===== src/core/cise_pkg.sv =====
// Summary of operation
// RULE1: Load secondary register copies accumulator to register 0..15; one cycle, no flags.
// RULE2: Enter halt clears watchdog counter and watchdog prescaler to zero.
// RULE3: Enter halt sets timeout flag, clears powerdown flag; nothing else changes.
// RULE4: After enter halt the core stops executing; instruction takes one cycle.
// RULE5: Register subtract computes file register minus accumulator, address 0..63, one cycle.
// RULE6: Destination bit 0 writes accumulator, 1 writes back the file register.
// RULE7: Both subtracts update zero, digit carry, carry; carry clear means borrow.
// RULE8: Immediate subtract computes immediate minus accumulator into accumulator; one cycle.
// RULE9: Table read addresses {pointer_high[2:0], accumulator}; two cycles, no flags.
// RULE10: Table read loads word bits 7:0 into the accumulator.
// RULE11: Table read loads word bits 13:8 into table_data_high bits 5:0.
// RULE12: Leaving halt is external; block only raises a halt request.
`default_nettype none
package cise_pkg;
  localparam int DATA_W = 8;
  localparam int NIB_W = 4;
  localparam int SREG_ADDR_W = 4;
  localparam int FREG_ADDR_W = 6;
  localparam int PROG_ADDR_W = 11;
  localparam int PROG_DATA_W = 14;
  localparam int PTR_HI_W = 3;
  localparam int TDH_W = 6;
  localparam logic [7:0] ACC_RST = 8'h00;
  localparam logic [5:0] TDH_RST = 6'h00;

  typedef enum logic [2:0] {
    CISE_OP_NONE = 3'h0,
    CISE_OP_LDS = 3'h1,
    CISE_OP_HALT = 3'h2,
    CISE_OP_SUBR = 3'h3,
    CISE_OP_SUBI = 3'h4,
    CISE_OP_TBL = 3'h5
  } cise_op_t;

  // Gray coded along run -> table -> run and run -> halt -> run
  typedef enum logic [1:0] {
    CISE_ST_RUN = 2'b00,
    CISE_ST_TBL = 2'b01,
    CISE_ST_HALT = 2'b10
  } cise_state_t;
endpackage : cise_pkg
`default_nettype wire


===== src/core/cise_exec.sv =====
`timescale 1ns/100ps
`default_nettype none
module cise_exec (
  input wire logic i_mclk,
  input wire logic i_resetn,
  input wire logic i_ce,
  input wire logic i_valid,
  input wire cise_pkg::cise_op_t i_op,
  input wire logic [cise_pkg::SREG_ADDR_W-1:0] i_sreg_addr,
  input wire logic [cise_pkg::FREG_ADDR_W-1:0] i_freg_addr,
  input wire logic i_dest,
  input wire logic [cise_pkg::DATA_W-1:0] i_imm,
  input wire logic [cise_pkg::DATA_W-1:0] i_freg_rdata,
  input wire logic [cise_pkg::PTR_HI_W-1:0] i_ptr_high,
  input wire logic [cise_pkg::PROG_DATA_W-1:0] i_prog_rdata,
  input wire logic i_wake,
  output logic o_ready,
  output logic [cise_pkg::FREG_ADDR_W-1:0] o_freg_raddr,
  output logic [cise_pkg::DATA_W-1:0] o_acc,
  output logic o_sreg_we,
  output logic [cise_pkg::SREG_ADDR_W-1:0] o_sreg_addr,
  output logic [cise_pkg::DATA_W-1:0] o_sreg_wdata,
  output logic o_freg_we,
  output logic [cise_pkg::FREG_ADDR_W-1:0] o_freg_waddr,
  output logic [cise_pkg::DATA_W-1:0] o_freg_wdata,
  output logic o_zero,
  output logic o_digit_carry,
  output logic o_carry,
  output logic o_timeout_flag,
  output logic o_powerdown_flag,
  output logic o_wdt_clear,
  output logic o_halt_req,
  output logic [cise_pkg::PROG_ADDR_W-1:0] o_prog_addr,
  output logic [cise_pkg::TDH_W-1:0] o_table_data_high
);
  // ************************************************************
  // Decode and arithmetic
  // ************************************************************
  cise_pkg::cise_state_t state_q;
  logic acc_we;
  logic [cise_pkg::DATA_W-1:0] acc_q;
  logic [cise_pkg::DATA_W-1:0] minuend;
  logic [cise_pkg::DATA_W:0] diff;
  logic [cise_pkg::NIB_W:0] ldiff;
  logic go;
  logic is_sub;

  // Minuend minus accumulator as minuend + ~acc + 1
  function automatic logic [cise_pkg::DATA_W:0] sub9(
    input logic [cise_pkg::DATA_W-1:0] a,
    input logic [cise_pkg::DATA_W-1:0] b
  );
    sub9 = {1'b0, a} + {1'b0, ~b} + 9'h001;
  endfunction : sub9

  assign o_ready = (state_q == cise_pkg::CISE_ST_RUN);
  assign go = i_ce && i_valid && o_ready;
  assign is_sub = (i_op == cise_pkg::CISE_OP_SUBR) ||
    (i_op == cise_pkg::CISE_OP_SUBI);
  assign o_freg_raddr = i_freg_addr;
  assign minuend = (i_op == cise_pkg::CISE_OP_SUBI) ? i_imm : i_freg_rdata;
  assign diff = sub9(minuend, acc_q); // RULE5 RULE8
  assign ldiff = {1'b0, minuend[cise_pkg::NIB_W-1:0]} +
    {1'b0, ~acc_q[cise_pkg::NIB_W-1:0]} + 5'h01;
  assign o_acc = acc_q;
  assign o_prog_addr = {i_ptr_high, acc_q}; // RULE9

  // ************************************************************
  // Sequencer
  // ************************************************************
  always_ff @(posedge i_mclk or negedge i_resetn) begin
    if (!i_resetn) begin
      state_q <= cise_pkg::CISE_ST_RUN;
    end else if (i_ce) begin
      case (state_q)
        cise_pkg::CISE_ST_RUN: begin
          if (go && i_op == cise_pkg::CISE_OP_HALT) begin
            state_q <= cise_pkg::CISE_ST_HALT; // RULE4
          end else if (go && i_op == cise_pkg::CISE_OP_TBL) begin
            state_q <= cise_pkg::CISE_ST_TBL; // RULE9
          end
        end
        cise_pkg::CISE_ST_TBL: state_q <= cise_pkg::CISE_ST_RUN;
        cise_pkg::CISE_ST_HALT: begin
          // Only an outside wake-up source or a reset releases the core
          if (i_wake) begin
            state_q <= cise_pkg::CISE_ST_RUN; // RULE12
          end
        end
        default: state_q <= cise_pkg::CISE_ST_RUN;
      endcase
    end
  end

  assign o_halt_req = (state_q == cise_pkg::CISE_ST_HALT); // RULE12

  // ************************************************************
  // Accumulator and table data
  // ************************************************************
  assign acc_we = (go && i_op == cise_pkg::CISE_OP_SUBR && !i_dest) ||
    (go && i_op == cise_pkg::CISE_OP_SUBI);

  always_ff @(posedge i_mclk or negedge i_resetn) begin
    if (!i_resetn) begin
      acc_q <= cise_pkg::ACC_RST;
    end else if (i_ce) begin
      if (acc_we) begin
        acc_q <= diff[cise_pkg::DATA_W-1:0]; // RULE6 RULE8
      end else if (state_q == cise_pkg::CISE_ST_TBL) begin
        acc_q <= i_prog_rdata[cise_pkg::DATA_W-1:0]; // RULE10
      end
    end
  end

  always_ff @(posedge i_mclk or negedge i_resetn) begin
    if (!i_resetn) begin
      o_table_data_high <= cise_pkg::TDH_RST;
    end else if (i_ce && state_q == cise_pkg::CISE_ST_TBL) begin
      o_table_data_high <=
        i_prog_rdata[cise_pkg::PROG_DATA_W-1:cise_pkg::DATA_W]; // RULE11
    end
  end

  // ************************************************************
  // Register writes
  // ************************************************************
  always_ff @(posedge i_mclk or negedge i_resetn) begin
    if (!i_resetn) begin
      o_sreg_we <= 1'b0;
      o_sreg_addr <= '0;
      o_sreg_wdata <= '0;
    end else if (i_ce) begin
      o_sreg_we <= go && i_op == cise_pkg::CISE_OP_LDS; // RULE1
      o_sreg_addr <= i_sreg_addr;
      o_sreg_wdata <= acc_q; // RULE1
    end
  end

  always_ff @(posedge i_mclk or negedge i_resetn) begin
    if (!i_resetn) begin
      o_freg_we <= 1'b0;
      o_freg_waddr <= '0;
      o_freg_wdata <= '0;
    end else if (i_ce) begin
      o_freg_we <= go && i_op == cise_pkg::CISE_OP_SUBR && i_dest; // RULE6
      o_freg_waddr <= i_freg_addr;
      o_freg_wdata <= diff[cise_pkg::DATA_W-1:0];
    end
  end

  // ************************************************************
  // Status flags
  // ************************************************************
  always_ff @(posedge i_mclk or negedge i_resetn) begin
    if (!i_resetn) begin
      o_zero <= 1'b0;
      o_digit_carry <= 1'b0;
      o_carry <= 1'b0;
    end else if (i_ce && go && is_sub) begin
      o_zero <= (diff[cise_pkg::DATA_W-1:0] == 8'h00); // RULE7
      o_digit_carry <= ldiff[cise_pkg::NIB_W]; // RULE7
      o_carry <= diff[cise_pkg::DATA_W]; // RULE7
    end
  end

  // Reset loads the two halt flags here: timeout flag 0, powerdown flag 1
  always_ff @(posedge i_mclk or negedge i_resetn) begin
    if (!i_resetn) begin
      o_timeout_flag <= 1'b0;
      o_powerdown_flag <= 1'b1;
      o_wdt_clear <= 1'b0;
    end else if (i_ce) begin
      o_wdt_clear <= go && i_op == cise_pkg::CISE_OP_HALT; // RULE2
      if (go && i_op == cise_pkg::CISE_OP_HALT) begin
        o_timeout_flag <= 1'b1; // RULE3
        o_powerdown_flag <= 1'b0; // RULE3
      end
    end
  end
endmodule : cise_exec
`default_nettype wire


===== config.mk =====
export PLATFORM = sky130hd
export DESIGN_NAME = cise_exec
export DESIGN_NICKNAME = d
export VERILOG_FILES = /design/src/core/cise_pkg.sv /design/src/core/cise_exec.sv
export SDC_FILE = /design/constraint.sdc
export NUM_CORES = 1
export LEC_CHECK = 0
export ABC_AREA = 0
export BUFFER_PORTS_ARGS = -buffer_cell sky130_fd_sc_hd__buf_2
export CAP_MARGIN = 20
export CORE_ASPECT_RATIO = 0.6
export CORE_MARGIN = 2
export CORE_UTILIZATION = 45
export CTS_CLUSTER_DIAMETER = 30
export DETAILED_ROUTE_END_ITERATION = 8
export PLACE_DENSITY_LB_ADDON = 0.08
export SLEW_MARGIN = 10
export SYNTH_ARGS = -nofsm -noshare
export SYNTH_HDL_FRONTEND = slang
export SYNTH_SLANG_ARGS = --single-unit

===== constraint.sdc =====
create_clock -name i_mclk -period 6.5 [get_ports i_mclk]
set_clock_uncertainty 0.15 [all_clocks]
set_input_delay 0.325 -clock i_mclk [delete_from_list [all_inputs] [get_ports i_mclk]]
set_output_delay 0.325 -clock i_mclk [all_outputs]
set_load 0.02 [all_outputs]

Word-level counts from Yosys, hierarchy flattened

Cells that the tools add are included.

Add/subtract/negate cells: 4
Multipliers: 0
Divide/modulo/power cells: 0
$lt $le $gt $ge: 0
Equal/unequal tests: 9
Shift operators: 0
Multiplexer cells: 7
Bitwise operators: 2
Reduce and logical (&&, ||, !) cells: 21

Operators with widths:

| kind                | count |
|---|---|
| $mux 8              | 3 |
| $logic_and 1x1->1   | 12 |
| $add 8x8->9         | 1 |
| $add 9x1->9 const B | 1 |
| $logic_not 8->1     | 1 |
| $not 8->8           | 1 |
| $eq 3x2->1 const B  | 2 |
| $eq 3x3->1 const B  | 2 |
| $mux 2              | 3 |
| $add 4x4->5         | 1 |
| $add 5x1->5 const B | 1 |
| $not 4->4           | 1 |
| $pmux 2 s2          | 1 |
| $reduce_and 2->1    | 2 |
| $eq 3x1->1 const B  | 1 |
| $ne 3x1->1 const B  | 1 |
| $reduce_and 3->1    | 1 |
| $eq 2x1->1 const B  | 1 |
| $eq 2x2->1 const B  | 1 |
| $logic_not 2->1     | 1 |
| $logic_or 1x1->1    | 2 |
| $ne 2x2->1 const B  | 1 |
| $reduce_bool 2->1   | 1 |
| $logic_not 1->1     | 1 |

Flip-flop bits (word level): 50
Latch bits: 0
Bits in writable memories: 0
ROM bits: 0
Input bits: 52
Output and inout port bits: 67
Logic and storage cells: 58
Memories kept: 0

Logic depth before layout (Yosys ltp)

Word-level depth: 7
Depth in mapped cells: 11
Depth with buffers taken out: 10

Worst setup path before layout

Ideal clock, no wire load.

Kind: input to register
Start point: input i_op[1]
End point: register o_zero
Setup time: 0.092 ns
Arrival: 2.908 ns
Data required time: 6.258 ns
Setup slack: 3.350 ns
Stages: 11
Buffers on the path: 1
Cell sequence: or3b_1 buf_4 mux2i_1 ha_1 inv_1 fa_1 a21o_1 a221oi_2 xnor2_1 or4_1 o31ai_2

Longest elaborated chain between the ends: 5
Elaborated cells on any way between the ends: 8
Classes of those cells: add/sub: 2; eq/ne: 2; mux: 1; reduce/logical: 3

Ends and longest elaborated chain:

| what                 | RTL line                         | RTL |
|---|---|---|
| start, declared      | cise_exec.sv:8                   | `input wire cise_pkg::cise_op_t i_op,` |
| $eq 3x3->1           | cise_exec.sv:59, cise_exec.sv:61 |  |
| $mux 8               | cise_exec.sv:61                  | `assign minuend = (i_op == cise_pkg::CISE_OP_SUBI) ? i_imm : i_freg_rdata;` |
| $add 8x8->9          | cise_exec.sv:53                  | `sub9 = {1'b0, a} + {1'b0, ~b} + 9'h001;` |
| $add 9x1->9          | cise_exec.sv:53                  |  |
| $logic_not 8->1      | cise_exec.sv:160                 | `o_zero <= (diff[cise_pkg::DATA_W-1:0] == 8'h00);` |
| end signal, assigned | cise_exec.sv:160                 |  |
| end, declared        | cise_exec.sv:26                  | `output logic o_zero,` |

Several ways; a longest one is shown, not always the timed one.
A chain may end at the register's enable or synchronous reset.

Worst setup path in the final report

Same ends and word-level chain as after synthesis.

==> flow_summary.yaml <==
setup_path:
  timing.critical_path.to_type: "flop"
  crit_path_start: "i_op[1]"
  start_kind: "input port"
  rr_endpoint: "o_zero"
  crit_type: "input port to flop"
  r2r-start: "o_acc[0]"
  crit_fanout: 9
  worstPathArrival_ns: 3.45
  ff2ff_setup_slack_ns: 3.74
  crit_required_ns: 6.56
  reg2regPathDepth: 8
  crit_end: "o_zero"
die:
  core.rowCount: 21
  die_w_um: 103
  start_util_pct: 46.9
  ios: 119
  die_h_um: 63.2
  core_mm2: 0.00560
  dieArea_mm2: 0.00648
detailed_routing:
  wl_um: 5760
  drc_errors: 0
  drt_iter0_markers: 46
  vias_per_cell: 4.87
  ant_nets: 0
  post_drt_wl_per_cell_um: 14.3
  first_pass_iters: 4
  vias: 1969
clock_tree:
  clk_pin_slew_ns: 0.09
  cts_root_buffer: "clkbuf_8"
  cts_setup_buffers: 0
  htree_levels: 2
  holdBufCountCts: 0
  cts_tree: "done"
  cts_buffers: 5
  clk_latency_ns: 0.30
  cts_resized: 0
  clk_path_buf_depth: 2
  clock-sinks: 50
finish:
  antenna_cells: 0
  final_common_cell: "buf_2"
  layout_common_cells: "buf_2 (112), dfrtp_1 (49), mux2_2 (39), inv_1 (17), a21oi_1 (13)"
  drive_above_1_share_pct: 50.9
  area_delta_synth_final_pct: 24.0
  final_nets: 384
  fin_util_pct: 58.2
place:
  port_buffers: 112
  dp_hpwl_um: 4270
  gp_congestion: 0.784
synthesis:
  ys_ff_latch: 50
  synth_edf_count: 0
  ys.flop_type: "dfrtp_1"
  syn_area_mm2: 0.00263
  ys_warn_count: 0
  synth_seq_area_share_pct: 47.7
  ys_types: 45
  syn_avg_cell_area_um2: 11.6
  syn_inst: 226
  async_flop_share_pct: 100
  syn_nets: 287
timing:
  drv_slew: 0
  worst_pin_slew_ns: 0.894
  period_minus_slack_ns: 3.38
  post-route-period-util_pct: 52.0
  setup-tns-final_ns: 0
  fmax_ghz: 0.296
  hold_viol_final: 49
  fin_hold_ws_ns: -0.0346
  slew_headroom_pct: 40.2
  setup_viol: 0
  rsz0062_at_grt: "no"
outcome:
  violations: "negative hold slack"
  status: "finished, violations left"
power:
  p_leak_nw: 1.67
  peakVddDrop_v: 0.000224
  combPwrFrac_pct: 50.9
  p_seq_share_pct: 33.7
  p_sw_uw: 604
  p_per_area_mw_per_mm2: 436
  sw_frac_of_total_pct: 42.5
  p_clk_share_pct: 15.4
  internal_power_uw: 817
global_route:
  grt_pass1_wl_um: 9070
  grt_max_degree: 51
  grt_pass1_vias: 1866
  grt_antenna_before_repair: 0
  overflow: 0
  grtUsageTotal_pct: 18.2
hold_path:
  hp-class: "input port to asynchronous set/reset pin"
flow_run:
  maxCapViolations: 0
critical path: stages:
cell	delay [ns]
buf_2	0.13
or3b_1	0.62
mux2i_1	0.26
ha_1	0.21
inv_1	0.06
fa_1	0.40
a21o_1	0.23
a221oi_2	0.32
xnor2_1	0.16
or4_1	0.55
o31ai_2	0.17
layer usage:
metal	routed length, µm	part of all wire, %	track usage (%)	vias to the layer above
li1	-	-	-	969
met1	2970	51	28.2	922
met2	2350	41	25.2	71
met3	388	6.7	4.66	7
met4	58	1.0	4.83	0
met5	0	0	0	-
worst min-delay path by stage:
stage,startpoint,to,slack [ns]
floorplan,i_resetn,o_acc[0],-0.12
global placement,o_timeout_flag,o_timeout_flag,0.29
detailed placement,o_timeout_flag,o_timeout_flag,0.30
CTS,i_resetn,o_freg_wdata[2],0.003
global route,i_resetn,o_sreg_wdata[7],0.02
finish,i_resetn,o_sreg_wdata[7],-0.03
flip-flops by register name, indices dropped and copies added, names as in the netlist:
register	cells
o_carry	1
o_zero	1
o_digit_carry	1
o_acc	8
o_table_data_high	6
o_freg_waddr	6
o_timeout_flag	1
o_freg_wdata	8
o_sreg_addr	4
o_powerdown_flag	1
o_freg_we	1
o_wdt_clear	1
state_q	2
o_sreg_we	1
o_sreg_wdata	8
synthesized netlist by cell type (2+ instances only):
library cell,instances,area [µm²]
a21o_1,3,22.5
a21oi_1,13,65.1
buf_4,18,135
clkbuf_1,5,18.8
dfrtp_1,49,1230
ha_1,8,100
inv_1,17,63.8
mux2_2,39,439
mux2i_1,9,90.1
nand2_1,7,26.3
nand2b_1,2,12.5
nand3b_1,3,22.5
nand4b_1,2,17.5
nor2_1,11,41.3
nor2b_1,3,18.8
nor3_1,2,10.0
o21ai_0,4,20.0
o32ai_1,2,17.5
xnor2_1,3,26.3
cell type report:
cell class | instances | area, µm²
clock buffers | 5 | 68.8
clock inverters | 3 | 40.0
fillers | 501 | 2340
inverters | 17 | 63.8
multi-input cells | 135 | 1150
flip-flops and latches | 50 | 1250
well taps | 80 | 100
repair buffers | 114 | 579
power groups by stage:
| stage | Clock [mW] | Combinational (mW) | Sequential [mW] |
|---|---|---|---|
| floorplan | 0 | 0.398 | 0.613 |
| global placement | 0 | 0.721 | 0.481 |
| detailed placement | 0 | 0.724 | 0.486 |
| CTS | 0.223 | 0.727 | 0.480 |
| global route | 0.239 | 0.789 | 0.497 |
| finish | 0.218 | 0.723 | 0.479 |
stage by stage:
stage	instances	setup WS [ns]	hold WS (ns)	power (mW)	area (µm²)
global placement	395	2.91	0.295	1.20	3140
global route	404	2.98	0.0249	1.53	3260
CTS	404	3.12	0.00268	1.43	3260
finish	404	3.12	-0.0346	1.42	3260
detailed placement	396	2.81	0.300	1.21	3150
floorplan	226	3.35	-0.121	1.01	2630
cells by family (layout without fill, tap and decap cells):
group	after synthesis	in the layout	synth area share, %
AND/OR/NAND/NOR	38	38	7.96
multiplexers	48	48	20.2
buffers and inverters	41	139	8.44
AO/OA/AOI/OAI	36	36	9.82
flip-flops	50	50	47.7
adder cells (fa/ha/maj)	9	9	4.58
XOR/XNOR	4	4	1.33
Power figures use the tool's default switching activity.
